--- src/design/swr_defines.vh ---
`ifndef SWR_DEFINES_VH
`define SWR_DEFINES_VH

// ----------------------------------------
// Register byte addresses
// ----------------------------------------
`define SWR_ADR_CTRL 8'h00
`define SWR_ADR_STAT 8'h04
`define SWR_ADR_WDT 8'h08
`define SWR_ADR_WAIT 8'h0C

// ----------------------------------------
// Control fields
// ----------------------------------------
`define SWR_CTRL_WDT_EN 0
`define SWR_CTRL_DIV_LO 4
`define SWR_CTRL_DIV_HI 6
`define SWR_WDT_EN_RST 1'b0
`define SWR_DIV_RST 3'h6

// ----------------------------------------
// Status fields
// ----------------------------------------
`define SWR_STAT_TO 0
`define SWR_STAT_PD 1
`define SWR_STAT_SLP 2
`define SWR_STAT_RUN 3
`define SWR_STAT_FSM_LO 4
`define SWR_STAT_FSM_HI 6
`define SWR_TO_RST 1'b1
`define SWR_PD_RST 1'b1

// ----------------------------------------
// Clock divide codes
// ----------------------------------------
`define SWR_DIV_1 3'h7
`define SWR_DIV_2 3'h6
`define SWR_DIV_4 3'h5
`define SWR_DIV_8 3'h4
`define SWR_DIV_16 3'h3
`define SWR_DIV_32 3'h2
`define SWR_DIV_64 3'h1
`define SWR_DIV_LS 3'h0

// ----------------------------------------
// Wake-up wait, in system clock periods
// ----------------------------------------
`define SWR_WAKE_HS 11'h408
`define SWR_WAKE_LS 11'h00F

`endif

--- src/design/swr_ctrl.v ---
// Implementation choices: the address map and the Wishbone interface to the registers.
`timescale 1ns/100ps
`include "swr_defines.vh"

module swr_ctrl #(
   parameter IRQ_N = 8,
   parameter LS_DIV = 10'd781,
   parameter OSC_START = 11'd16,
   parameter WDT_PRE_W = 8,
   parameter WDT_CNT_W = 8
) (
   input wire clk_i,
   input wire rst_i,
   input wire wb_cyc_i,
   input wire wb_stb_i,
   input wire wb_we_i,
   input wire [7:0] wb_adr_i,
   input wire [3:0] wb_sel_i,
   input wire [31:0] wb_dat_i,
   output reg [31:0] wb_dat_o,
   output reg wb_ack_o,
   input wire sleep_instr_i,
   input wire prefetch_done_i,
   input wire watchdog_clear_instruction_i,
   input wire [IRQ_N-1:0] irq_flag_i,
   input wire [IRQ_N-1:0] irq_en_i,
   output reg core_run_o,
   output reg core_reset_o,
   output reg osc_drv_en_o,
   output reg io_hold_o,
   output reg wake_irq_o,
   output reg wake_wdt_o
);

   // ----------------------------------------
   // States
   // ----------------------------------------
   localparam ST_RUN = 3'b000;
   localparam ST_SLEEP = 3'b001;
   localparam ST_WAKE = 3'b010;
   localparam ST_RINIT = 3'b011;
   localparam ST_ROSC = 3'b100;

   // ----------------------------------------
   // Divider lookup
   // ----------------------------------------
   function [9:0] div_of;
      input [2:0] sel;
      begin
         case (sel)
            `SWR_DIV_1: div_of = 10'd1;
            `SWR_DIV_2: div_of = 10'd2;
            `SWR_DIV_4: div_of = 10'd4;
            `SWR_DIV_8: div_of = 10'd8;
            `SWR_DIV_16: div_of = 10'd16;
            `SWR_DIV_32: div_of = 10'd32;
            `SWR_DIV_64: div_of = 10'd64;
            default: div_of = LS_DIV;
         endcase
      end
   endfunction

   // ----------------------------------------
   // Status word layout
   // ----------------------------------------
   function [31:0] stat_word;
      input [2:0] st;
      input to_f;
      input pd_f;
      begin
         stat_word = 32'h00000000;
         stat_word[`SWR_STAT_TO] = to_f;
         stat_word[`SWR_STAT_PD] = pd_f;
         stat_word[`SWR_STAT_SLP] = (st == ST_SLEEP);
         stat_word[`SWR_STAT_RUN] = (st == ST_RUN);
         stat_word[`SWR_STAT_FSM_HI:`SWR_STAT_FSM_LO] = st;
      end
   endfunction

   reg [2:0] state_r;
   reg [2:0] state_nxt;
   reg wdt_en_r;
   reg [2:0] div_sel_r;
   reg timeout_flag_r;
   reg timeout_flag_nxt;
   reg powerdown_flag_r;
   reg powerdown_flag_nxt;
   reg irq_pend_r;
   reg [9:0] div_cnt_r;
   reg [10:0] wait_cnt_r;
   reg [WDT_PRE_W-1:0] wdt_pre_r;
   reg [WDT_CNT_W-1:0] wdt_cnt_r;
   reg wdt_clr;
   reg wake_by_irq;
   reg wake_by_wdt;
   reg core_run_nxt;
   reg core_reset_nxt;
   reg osc_drv_en_nxt;
   reg io_hold_nxt;
   wire [IRQ_N-1:0] src_wake;
   wire irq_pend;
   wire sys_tick;
   wire wdt_tick;
   wire wdt_ovf;
   wire wdt_run;
   wire [10:0] wake_target;
   wire wait_done;
   wire osc_start_done;
   wire wb_req;
   wire [9:0] div_val;

   // ----------------------------------------
   // Wake sources
   // ----------------------------------------
   genvar gi;
   generate
      for (gi = 0; gi < IRQ_N; gi = gi + 1) begin : g_src
         // Own enable and flag only
         assign src_wake[gi] = irq_flag_i[gi] & irq_en_i[gi];
      end
   endgenerate

   assign irq_pend = |src_wake;

   // ----------------------------------------
   // System clock tick from divider
   // ----------------------------------------
   assign div_val = div_of(div_sel_r);
   assign sys_tick = osc_drv_en_o && (div_cnt_r == div_val - 10'd1);

   always @(posedge clk_i) begin
      if (rst_i || !osc_drv_en_o) begin
         div_cnt_r <= 10'd0;
      end else if (sys_tick) begin
         div_cnt_r <= 10'd0;
      end else begin
         div_cnt_r <= div_cnt_r + 10'd1;
      end
   end

   // ----------------------------------------
   // Watchdog
   // ----------------------------------------
   assign wdt_run = wdt_en_r && (state_r != ST_RINIT) &&
                    (state_r != ST_ROSC);
   assign wdt_tick = wdt_run && (&wdt_pre_r);
   assign wdt_ovf = wdt_tick && (&wdt_cnt_r);

   always @(posedge clk_i) begin
      if (rst_i || wdt_clr || watchdog_clear_instruction_i) begin
         wdt_pre_r <= {WDT_PRE_W{1'b0}};
         wdt_cnt_r <= {WDT_CNT_W{1'b0}};
      end else if (wdt_run) begin
         wdt_pre_r <= wdt_pre_r + {{(WDT_PRE_W-1){1'b0}}, 1'b1};
         if (wdt_tick) begin
            wdt_cnt_r <= wdt_cnt_r + {{(WDT_CNT_W-1){1'b0}}, 1'b1};
         end
      end
   end

   // ----------------------------------------
   // Wake wait and oscillator start counts
   // ----------------------------------------
   assign wake_target = (div_sel_r == `SWR_DIV_LS) ?
                        `SWR_WAKE_LS : `SWR_WAKE_HS;
   assign wait_done = sys_tick && (wait_cnt_r == wake_target - 11'd1);
   assign osc_start_done = (wait_cnt_r == OSC_START - 11'd1);

   always @(posedge clk_i) begin
      if (rst_i || (state_r != state_nxt)) begin
         wait_cnt_r <= 11'd0;
      end else if (state_r == ST_WAKE) begin
         if (sys_tick) begin
            wait_cnt_r <= wait_cnt_r + 11'd1;
         end
      end else if (state_r == ST_ROSC) begin
         wait_cnt_r <= wait_cnt_r + 11'd1;
      end
   end

   // ----------------------------------------
   // Sequencer
   // ----------------------------------------
   always @* begin
      state_nxt = state_r;
      timeout_flag_nxt = timeout_flag_r;
      powerdown_flag_nxt = powerdown_flag_r;
      wdt_clr = 1'b0;
      wake_by_irq = 1'b0;
      wake_by_wdt = 1'b0;
      case (state_r)
         ST_RUN: begin
            if (wdt_ovf) begin
               state_nxt = ST_RINIT;
               timeout_flag_nxt = 1'b0;
            end else if (sleep_instr_i && prefetch_done_i) begin
               if (!irq_pend_r) begin
                  state_nxt = ST_SLEEP;
                  wdt_clr = 1'b1;
                  timeout_flag_nxt = 1'b1;
                  powerdown_flag_nxt = 1'b0;
               end
            end
         end
         ST_SLEEP: begin
            if (irq_pend) begin
               state_nxt = ST_WAKE;
               wdt_clr = 1'b1;
               wake_by_irq = 1'b1;
            end else if (wdt_ovf) begin
               state_nxt = ST_WAKE;
               wdt_clr = 1'b1;
               timeout_flag_nxt = 1'b0;
               wake_by_wdt = 1'b1;
            end
         end
         ST_WAKE: begin
            if (wdt_ovf) begin
               state_nxt = ST_RINIT;
               timeout_flag_nxt = 1'b0;
            end else if (wait_done) begin
               state_nxt = ST_RUN;
            end
         end
         ST_RINIT: begin
            state_nxt = ST_ROSC;
         end
         ST_ROSC: begin
            if (osc_start_done) begin
               state_nxt = ST_RUN;
            end
         end
         default: begin
            state_nxt = ST_RINIT;
         end
      endcase
   end

   // ----------------------------------------
   // Output decode from next state
   // ----------------------------------------
   always @* begin
      core_run_nxt = 1'b0;
      core_reset_nxt = 1'b0;
      osc_drv_en_nxt = 1'b1;
      io_hold_nxt = 1'b0;
      case (state_nxt)
         ST_RUN: begin
            core_run_nxt = 1'b1;
         end
         ST_SLEEP: begin
            osc_drv_en_nxt = 1'b0;
            io_hold_nxt = 1'b1;
         end
         ST_WAKE: begin
            osc_drv_en_nxt = 1'b1;
         end
         ST_RINIT: begin
            core_reset_nxt = 1'b1;
            osc_drv_en_nxt = 1'b0;
         end
         ST_ROSC: begin
            core_reset_nxt = 1'b1;
         end
         default: begin
            core_reset_nxt = 1'b1;
            osc_drv_en_nxt = 1'b0;
         end
      endcase
   end

   always @(posedge clk_i) begin
      if (rst_i) begin
         state_r <= ST_RINIT;
         timeout_flag_r <= `SWR_TO_RST;
         powerdown_flag_r <= `SWR_PD_RST;
         irq_pend_r <= 1'b0;
         core_run_o <= 1'b0;
         core_reset_o <= 1'b1;
         osc_drv_en_o <= 1'b0;
         io_hold_o <= 1'b0;
         wake_irq_o <= 1'b0;
         wake_wdt_o <= 1'b0;
      end else begin
         state_r <= state_nxt;
         timeout_flag_r <= timeout_flag_nxt;
         powerdown_flag_r <= powerdown_flag_nxt;
         irq_pend_r <= irq_pend;
         core_run_o <= core_run_nxt;
         core_reset_o <= core_reset_nxt;
         osc_drv_en_o <= osc_drv_en_nxt;
         io_hold_o <= io_hold_nxt;
         wake_irq_o <= wake_by_irq;
         wake_wdt_o <= wake_by_wdt;
      end
   end

   // ----------------------------------------
   // Wishbone slave
   // ----------------------------------------
   assign wb_req = wb_cyc_i && wb_stb_i && !wb_ack_o;

   always @(posedge clk_i) begin
      if (rst_i || (state_r == ST_RINIT)) begin
         wdt_en_r <= `SWR_WDT_EN_RST;
         div_sel_r <= `SWR_DIV_RST;
      end else if (wb_req && wb_we_i && wb_sel_i[0] &&
                   (wb_adr_i == `SWR_ADR_CTRL)) begin
         wdt_en_r <= wb_dat_i[`SWR_CTRL_WDT_EN];
         div_sel_r <= wb_dat_i[`SWR_CTRL_DIV_HI:`SWR_CTRL_DIV_LO];
      end
   end

   always @(posedge clk_i) begin
      if (rst_i) begin
         wb_ack_o <= 1'b0;
         wb_dat_o <= 32'h00000000;
      end else begin
         wb_ack_o <= wb_req;
         wb_dat_o <= 32'h00000000;
         if (wb_req && !wb_we_i) begin
            case (wb_adr_i)
               `SWR_ADR_CTRL: begin
                  wb_dat_o[`SWR_CTRL_WDT_EN] <= wdt_en_r;
                  wb_dat_o[`SWR_CTRL_DIV_HI:`SWR_CTRL_DIV_LO] <= div_sel_r;
               end
               `SWR_ADR_STAT: begin
                  wb_dat_o <= stat_word(state_r, timeout_flag_r,
                                        powerdown_flag_r);
               end
               `SWR_ADR_WDT: begin
                  wb_dat_o[WDT_CNT_W-1:0] <= wdt_cnt_r;
               end
               `SWR_ADR_WAIT: begin
                  wb_dat_o[10:0] <= wait_cnt_r;
               end
               default: begin
                  wb_dat_o <= 32'h00000000;
               end
            endcase
         end
      end
   end

endmodule // swr_ctrl

--- config.mk ---
export PLATFORM = sky130hd
export DESIGN_NAME = swr_ctrl
export DESIGN_NICKNAME = d
export VERILOG_FILES = /design/src/design/swr_ctrl.v
export VERILOG_INCLUDE_DIRS = /design/src /design/src/design
export SDC_FILE = /design/constraint.sdc
export NUM_CORES = 1
export LEC_CHECK = 0
export BUFFER_PORTS_ARGS = -buffer_cell sky130_fd_sc_hd__buf_2
export CORE_MARGIN = 2
export CORE_UTILIZATION = 55
export CTS_CLUSTER_SIZE = 8
export DETAILED_ROUTE_END_ITERATION = 12
export PLACE_DENSITY = 0.89
export SYNTH_ARGS = -nofsm -noshare
export SYNTH_HDL_FRONTEND = slang
export SYNTH_SLANG_ARGS = --single-unit
--- constraint.sdc ---
create_clock -name clk_i -period 5.9 [get_ports clk_i]
set_input_delay 0.885 -clock clk_i [delete_from_list [all_inputs] [get_ports clk_i]]
set_output_delay 0.885 -clock clk_i [all_outputs]
set_load 0.01 [all_outputs]
==> results.cfg, run 1 <==
[global_routing]
grt_pass1_wl_um = 11900
grt_max_degree = 29
grt_pass1_vias = 2605
antenna_found_initial = 0
grtUsageTotal_pct = 21.1
grt_overflow_total = 0

[finish]
design_area_um2 = 3900
nNetsFinal = 505
seqCellArea_um2 = 1300
drive_gt1_share_pct = 20.6
area_growth_pct = 12.7
multi_input_area_um2 = 1980
n_fill_cell = 462
final_core_util_pct = 65.1
instances_no_fill = 512
antenna_cells = 0

[clock_network]
cts_resized = 0
postCtsSetupBuffers = 0
cts_made_buffers = 9
hold_buffers = 0
insertion_delay_ps = 360
clockBufferDepth = 2
numClockSinks = 65
clk_pin_slew_ps = 70
root_buffer = clkbuf_8
cts_max_level = 3
cts_tree = built

[drt]
drt_wl_total_um = 7070
first_pass_iters = 6
antenna_left = 0
wire_per_inst_um = 13.8
drt_iter0_markers = 146
drcViolationCount = 0
vias_per_cell = 5.56
num_vias = 2847

[synth]
yosysMostFrequentCell = dfxtp_1
yosys_warnings = 0
syn_avg_cell_area_um2 = 9.01
netlist.area_leader.share_pct = 37.6
yosysSeqAreaShare_pct = 37.6
ys_ff_latch = 65
async_flop_share_pct = 0
syn_inst = 384
ys_types = 53
synth_edf_count = 0
synth_top_area_cell = dfxtp_1
syn_area_um2 = 3460
synth_common_cells = dfxtp_1, nor2_1, nand2_1, buf_4, xnor2_1
synth.area.top_cells = dfxtp_1, nor2_1, xnor2_1
ys.flop_type = dfxtp_1

[timing]
fmax_ghz = 0.279
min_period_ps = 3590
finalSetupTns_ps = 0
final.setup_skew_ps = 11.7
hold_violations = 0
drv_slew = 0
worstMarginPinSlew_ps = 706
post-route-period-util_pct = 60.8
setup_viol = 0
slew_headroom_pct = 52.6
rsz0062_at_grt = no
setup_ws_ps = 2310

[die]
die_y_um = 83.3
floorplan.rows = 28
dieArea_um2 = 6940
start_util_pct = 57.7
io-pin-count = 107
core_area_um2 = 5990
die_w_um = 83.3

[power_and_ir_drop]
power.leakage_uw = 0.00144
ir_worst_vdd_uv = 159
p_per_area_nw_per_um2 = 253

[placed_design]
dp_worst_setup_slack_ps = 2310
place.gp.congestion = 0.902
portBuffers = 54
dp_cells = 496
dp_hpwl_um = 5180
placed_cell_area_um2 = 3680

[setup_path]
cp-start-kind = flop
worstSetupPathType = reg -> reg
regToRegSetupSlack_ps = 2310
worstPathRequired_ps = 6120
crit_path_max_fanout = 12
end_kind = flop
crit_arrival_ps = 3810
ff2ff_path_depth = 10

[worst_hold_path]
min_path_cells = 1
min_path_type = reg -> reg

[run_status]
outcome = finished clean

[flow_run]
max_cap_viol_count = 0
layout by cell type (no fill, tap or decap), types with 3 or more instances in the layout:
master,netlist,layout
o21ai_0,5,5
nand4_1,12,12
nand3_1,14,14
nand3b_1,8,8
nor2b_1,6,6
a22oi_1,7,7
inv_1,8,8
a2111oi_2,3,3
o211ai_1,3,3
and3_1,7,7
xnor2_1,21,21
nor3_2,5,5
nor3b_1,3,3
nand2_1,23,23
nor3_1,11,11
mux2i_1,9,9
a21oi_1,6,6
buf_2,5,54
mux4_2,3,3
ha_1,5,5
nand2b_1,6,6
nor4_1,4,4
and2_1,5,5
nor2_1,57,57
a2111oi_4,3,3
conb_1,1,21
dfxtp_1,65,65
a211oi_1,6,6
xor2_1,14,14
clkbuf_8,0,9
metal layers:
layer	track usage (%)	wire (um)	vias to the layer above
met1	25.5	3030	1322
met5	0	0	-
met4	8.94	134	0
met2	34.5	3340	106
met3	6.66	556	12
li1	-	-	1407
worst max-delay path, stage by stage, from the launching register on:
cell and delay [ps]:
dfxtp_1 410, nor3_1 550, nor2_1 120, ha_1 240, xor2_2 200, or2_1 260
a2111oi_4 430, o211ai_1 180, a32oi_1 410, o21a_1 520, nor3_1 130
cell type report:
class                      count  share of cell area [%]
multi-input combinational    293                    50.7
inverter                       8                   0.770
tap                           75                    2.41
sequential                    65                    33.4
clock inverter                 6                    2.37
timing repair buffer          55                    7.12
clock buffer                  10                    3.27
metrics by stage:
step	total power [uW]	hold WS, ps
final	988	476
after global routing	1030	509
after CTS	994	480
after detailed placement	580	462
after global placement	578	449
after floorplan	559	423
worst paths after layout:
check	to	from
worst min register to register	powerdown_flag_r	powerdown_flag_r
worst max register to register	wait_cnt_r[0]	div_sel_r[0]
worst min-delay path	powerdown_flag_r	powerdown_flag_r
worst max-delay path	wait_cnt_r[0]	div_sel_r[0]
cells by family after synthesis:
| family | count (synthesis) | share of synthesized area, % |
|---|---|---|
| xor+xnor | 36 | 9.33 |
| compound gates | 50 | 13.5 |
| fa+ha+maj | 5 | 1.81 |
| simple gates | 168 | 25.4 |
| flops | 65 | 37.6 |
| buf+inv | 46 | 7.45 |
| other cells | 1 | 0.108 |
| mux | 13 | 4.88 |
registers in the layout, summed over array words and instances, names as in the netlist:
signal,flops
state_r,3
powerdown_flag_r,1
io_hold_o,1
wb_ack_o,1
osc_drv_en_o,1
div_sel_r,3
core_reset_o,1
timeout_flag_r,1
irq_pend_r,1
wdt_en_r,1
wake_irq_o,1
core_run_o,1
wdt_cnt_r,8
wake_wdt_o,1
wb_dat_o,11
wdt_pre_r,8
wait_cnt_r,11
div_cnt_r,10
power by group:
| group | internal, uW | switching, uW |
|---|---|---|
| Sequential | 447 | 11.7 |
| Clock | 239 | 177 |
| Combinational | 39.4 | 72.8 |
| Total | 726 | 262 |
Note: power is estimated with default switching activity, not from simulation.
==> run 2, diff against run 1 <==
CORE_UTILIZATION = 51   (was 55)
PLACE_DENSITY = 0.84   (was 0.89)
clock period = 3.4 ns   (was 5.9 ns; I/O delays follow)
==> run 2 against run 1 <==
Sequential power grew 73%. Final cell count up 1.6%. Sequential cell count unchanged. Sequential share of layout area shrank 0.59 points. Largest cell class unchanged.
==> results.cfg, run 2 (synthesis gave the netlist of run 1 again) <==
[die]
floorplan.rows = 30
start_util_pct = 51.8
dieArea_um2 = 7460
die_w_um = 86.4
die_y_um = 86.4
io-pin-count = 107
core_area_um2 = 6680

[clock_network]
cts_max_level = 3
cts_tree = built
hold_buffers = 0
clk_pin_slew_ps = 70
clockBufferDepth = 2
cts_made_buffers = 9
insertion_delay_ps = 340
numClockSinks = 65
root_buffer = clkbuf_8

[global_routing]
grt_overflow_total = 0
grt_max_degree = 17
grt_pass1_wl_um = 12500
grt_pass1_vias = 2760
antenna_found_initial = 0
grtUsageTotal_pct = 21.1

[placed_design]
placed_cell_area_um2 = 3710
portBuffers = 54
place.gp.congestion = 0.929
dp_hpwl_um = 5550

[timing]
setup_viol = 0
worstMarginPinSlew_ps = 708
slew_headroom_pct = 52.4
fin_hold_ws_ps = 385
fmax_ghz = 0.318
finalSetupTns_ps = 0
min_period_ps = 3150
post-route-period-util_pct = 92.6
final.setup_skew_ps = 8.88
hold_violations = 0
drv_slew = 0
rsz0062_at_grt = no

[finish]
layout_common_cells = dfxtp_1, nor2_1, buf_2, nand2_1
drive_gt1_share_pct = 21.8
top_regs = wait_cnt_r (11), wb_dat_o (11), div_cnt_r (10)
design_area_um2 = 3970
area_growth_pct = 14.7
layout_commonest_cell = dfxtp_1
n_fill_cell = 578
antenna_cells = 0
nNetsFinal = 508

[setup_path]
crit_path_max_fanout = 11
crit_start = div_sel_r[1]
r2r-end = wait_cnt_r[5]
critPathCapture = wait_cnt_r[5]
crit_arrival_ps = 3370
r2r_start = div_sel_r[1]
ff2ff_path_depth = 10
regToRegSetupSlack_ps = 250
worstPathRequired_ps = 3620
worstSetupPathType = reg -> reg
end_kind = flop
cp-start-kind = flop

[drt]
antenna_left = 0
vias_per_cell = 5.64
drt_iter0_markers = 171
drcViolationCount = 0
drt_wl_total_um = 7540
num_vias = 2933
first_pass_iters = 5
wire_per_inst_um = 14.5

[power_and_ir_drop]
p_per_area_nw_per_um2 = 460
power.total_uw = 1820
ir_worst_vdd_uv = 192
power.leakage_uw = 0.00147

[run_status]
outcome = finished clean

[worst_hold_path]
min_path_type = in -> reg
min_path_cells = 3

[flow_run]
max_cap_viol_count = 0
==> run 2: cell types whose count changed in the layout (fill, tap and decap cells not counted), sizes merged <==
cell,before,now
buf,55,58
bufinv,2,3
clkinvlp,2,1
==> run 2: repair_timing <==
action	CTS	global route
endpoints found under the setup margin	0	11
gates resized for setup	0	2
buffers inserted	0	0
hold endpoints to repair	0	0
==> run 2: worst min path at each step <==
| stage | start | end | slack [ps] |
|---|---|---|---|
| finish | wb_dat_i[5] | div_sel_r[1] | 380 |
| global route | wb_dat_i[5] | div_sel_r[1] | 400 |
| CTS | wb_dat_i[5] | div_sel_r[1] | 380 |
| detailed placement | powerdown_flag_r | powerdown_flag_r | 450 |
| global placement | powerdown_flag_r | powerdown_flag_r | 440 |
| floorplan | powerdown_flag_r | powerdown_flag_r | 420 |
==> run 2: layout make-up <==
| cell class | count | area, um^2 | share of cell area, % |
|---|---|---|---|
| repair buffers | 58 | 300 | 7.57 |
| clock inverters | 6 | 115 | 2.90 |
| well taps | 80 | 100 | 2.52 |
| inverters | 8 | 30.0 | 0.757 |
| flip-flops and latches | 65 | 1300 | 32.8 |
| multi-input cells | 293 | 1980 | 50.0 |
| clock buffers | 10 | 138 | 3.47 |
==> run 2: critical path, stage by stage (launching register included) <==
cell and delay [ps]:
dfxtp_1 550, and3_1 240, nor2_1 50, ha_1 220, xor2_2 210, or2_1 260, a2111oi_4 440, o2111ai_4 320
a2111oi_2 480, xnor2_1 190, nor3_2 60
==> run 2: report_power, final <==
part	internal [uW]	switching (uW)	leakage [uW]
Sequential	776	19.6	0.000526
Clock	509	306	0.000123
Combinational	76.0	137	0.000825
==> run 2: stage by stage <==
stage,util (%),worst slack [ps],cells
6_report,59.4,252,520
5_1_grt,59.4,26.6,520
4_1_cts,59.3,208,520
3_5_place_dp,55.5,224,504
3_3_place_gp,55.5,312,504
2_1_floorplan,-,361,404
==> run 2: routing by layer <==
layer / up-vias / GRT usage [%] / part of all wire, %
li1: 1421 / - / -
met1: 1397 / 25.0 / 43
met2: 103 / 36.6 / 49
met3: 12 / 4.76 / 6.1
met4: 0 / 8.95 / 1.7
met5: - / 0 / 0
==> run 3, diff against run 2 <==
ABC_AREA = 1   (was unset)
CORE_UTILIZATION = 52   (was 51)
==> run 3 against run 2 <==
Global-route usage up 0.42 points. Non-clock buffer count down 4. Combinational power down 21%. Sequential cell count unchanged. Synthesized area up 3.1%.
==> results.cfg, run 3 <==
[synth]
syn_area_um2 = 3570
yosysMostFrequentCell = nand2_1
syn_avg_cell_area_um2 = 7.05
synth_top_area_cell = dfxtp_1
yosys_warnings = 0
ys_ff_latch = 65
syn_inst = 506
synth_common_cells = nand2_1, inv_1, dfxtp_1, nor2_1, nand3_1
ys_types = 35
synth.area.top_cells = dfxtp_1, nand2_1, inv_1
ys.flop_type = dfxtp_1
yosysSeqAreaShare_pct = 36.5
synth_edf_count = 0
netlist.area_leader.share_pct = 36.5
async_flop_share_pct = 0

[timing]
drv_slew = 0
fmax_ghz = 0.365
min_period_ps = 2740
worstMarginPinSlew_ps = 741
setup_viol = 0
rsz0062_at_grt = no
post-route-period-util_pct = 80.5
finalSetupTns_ps = 0
final.setup_skew_ps = 5.20
slew_headroom_pct = 50.2
hold_violations = 0

[global_routing]
antenna_found_initial = 0
grt_pass1_vias = 3125
grtUsageTotal_pct = 21.5
grt_max_degree = 19
grt_pass1_wl_um = 12900
grt_overflow_total = 0

[setup_path]
path_cells = nor2_1 -> nand2_2 -> nand2_1 -> inv_1 -> ha_1 -> xor2_1 -> nand3_1 -> nor2_1 -> nand4_1 -> nand2_1 -> nand3_1 -> nand2_1 -> nand3_2 -> nor2_1
end_kind = flop
path_buf_inv = 1
worstPathRequired_ps = 3670
cp_top_family = simple AND/OR/NAND/NOR gates
crit_slowest_cell = dfxtp_1
worstSetupPathType = reg -> reg
critPathMaxStageDelay_ps = 370
r2r_start = div_sel_r[0]
crit_start = div_sel_r[0]
crit_path_max_fanout = 11
crit_arrival_ps = 3010
cp-start-kind = flop

[clock_network]
cts_max_level = 3
clockBufferDepth = 2
insertion_delay_ps = 350
cts_tree = built
postCtsSetupBuffers = 0
hold_buffers = 0
clk_pin_slew_ps = 70
cts_resized = 0
numClockSinks = 65
cts_made_buffers = 9
root_buffer = clkbuf_8

[die]
io-pin-count = 107
core_area_um2 = 6720
die_y_um = 86.8
dieArea_um2 = 7540
die_w_um = 86.8
floorplan.rows = 30
start_util_pct = 53.1

[placed_design]
portBuffers = 54
dp_hpwl_um = 5880
place.gp.congestion = 0.909

[drt]
vias_per_cell = 5.15
antenna_left = 0
first_pass_iters = 4
drt_iter0_markers = 238
drcViolationCount = 0
wire_per_inst_um = 11.9
drt_wl_total_um = 7730
num_vias = 3352

[power_and_ir_drop]
ir_worst_vdd_uv = 244
power.total_uw = 1670
power.leakage_uw = 0.00181
p_per_area_nw_per_um2 = 414

[finish]
final_core_util_pct = 60.0
top_regs = wait_cnt_r (11), wb_dat_o (11), div_cnt_r (10)
nNetsFinal = 639
antenna_cells = 0
n_fill_cell = 586
layout_commonest_cell = nand2_1
area_growth_pct = 13.1
layout_common_cells = nand2_1, inv_1, dfxtp_1, nor2_1, buf_2
drive_gt1_share_pct = 18.6

[run_status]
outcome = finished clean

[worst_hold_path]
min_from = wb_dat_i[6]
min_path_type = in -> reg

[flow_run]
max_cap_viol_count = 0
run 3: cell types whose count changed in the layout (fill, tap and decap cells not counted), sizes merged, moves of 7 or more:
| cell | delta |
|---|---|
| a21oi | +9 |
| a22oi | -7 |
| and3 | -7 |
| inv | +65 |
| mux2i | -9 |
| nand2 | +94 |
| nand3 | +27 |
| nand3b | -7 |
| nor2 | +22 |
| o21ai | +7 |
| xnor2 | -19 |
run 3: worst min-delay path, delay by kind of cell:
| family | cells | cell delay, ps |
|---|---|---|
| simple gates | 1 | 50 |
| buf+inv | 1 | 80 |
| compound gates | 1 | 70 |
run 3: path summary, 6_finish.rpt:
kind | endpoint | slack [ps] | depth (start not counted)
worst max register to register | wait_cnt_r[0] | 660 | 14
worst min register to register | powerdown_flag_r | 460 | 2
worst max-delay path | wait_cnt_r[0] | 660 | 14
worst min-delay path | div_sel_r[2] | 390 | 3
run 3: cell families (layout without fill, tap and decap cells):
group / after synthesis / count (layout) / share of synthesized area [%]
AND/OR/NAND/NOR: 274 / 274 / 36.6
buffers and inverters: 98 / 143 / 13.0
flip-flops: 65 / 65 / 36.5
AO/OA/AOI/OAI: 43 / 43 / 7.12
XOR/XNOR: 20 / 20 / 4.91
adder cells (fa/ha/maj): 5 / 5 / 1.75
other: 1 / 21 / 0.105
run 3: power breakdown:
group          internal [uW]  leakage [uW]  switching [uW]
clock                    409      0.000106             298
combinational           54.3       0.00118             114
sequential               777      0.000526            15.2
run 3: area by class of cell:
cell class / count / area, um^2 / share of cell area (%)
Multi-Input combinational cell: 363 / 1880 / 46.5
Sequential cell: 65 / 1300 / 32.3
Timing Repair Buffer: 54 / 270 / 6.70
Clock inverter: 6 / 82.6 / 2.05
Clock buffer: 10 / 128 / 3.16
Inverter: 73 / 274 / 6.79
Tap cell: 80 / 100 / 2.48
run 3: metal layers:
layer,track usage [%],part of all wire [%]
met2,36.7,49
met3,3.71,6.0
met1,25.2,42
met4,12.4,2.8
met5,0,0
run 3: metrics by stage:
step / cells / cell area [um^2] / hold WS [ps] / setup WS (ps)
final: 651 / 4030 / 385 / 663
after global routing: 651 / 4030 / 395 / 358
after CTS: 651 / 4030 / 381 / 664
after detailed placement: 635 / 3820 / 450 / 717
after global placement: 635 / 3820 / 441 / 831
after floorplan: 526 / 3640 / 419 / 1270
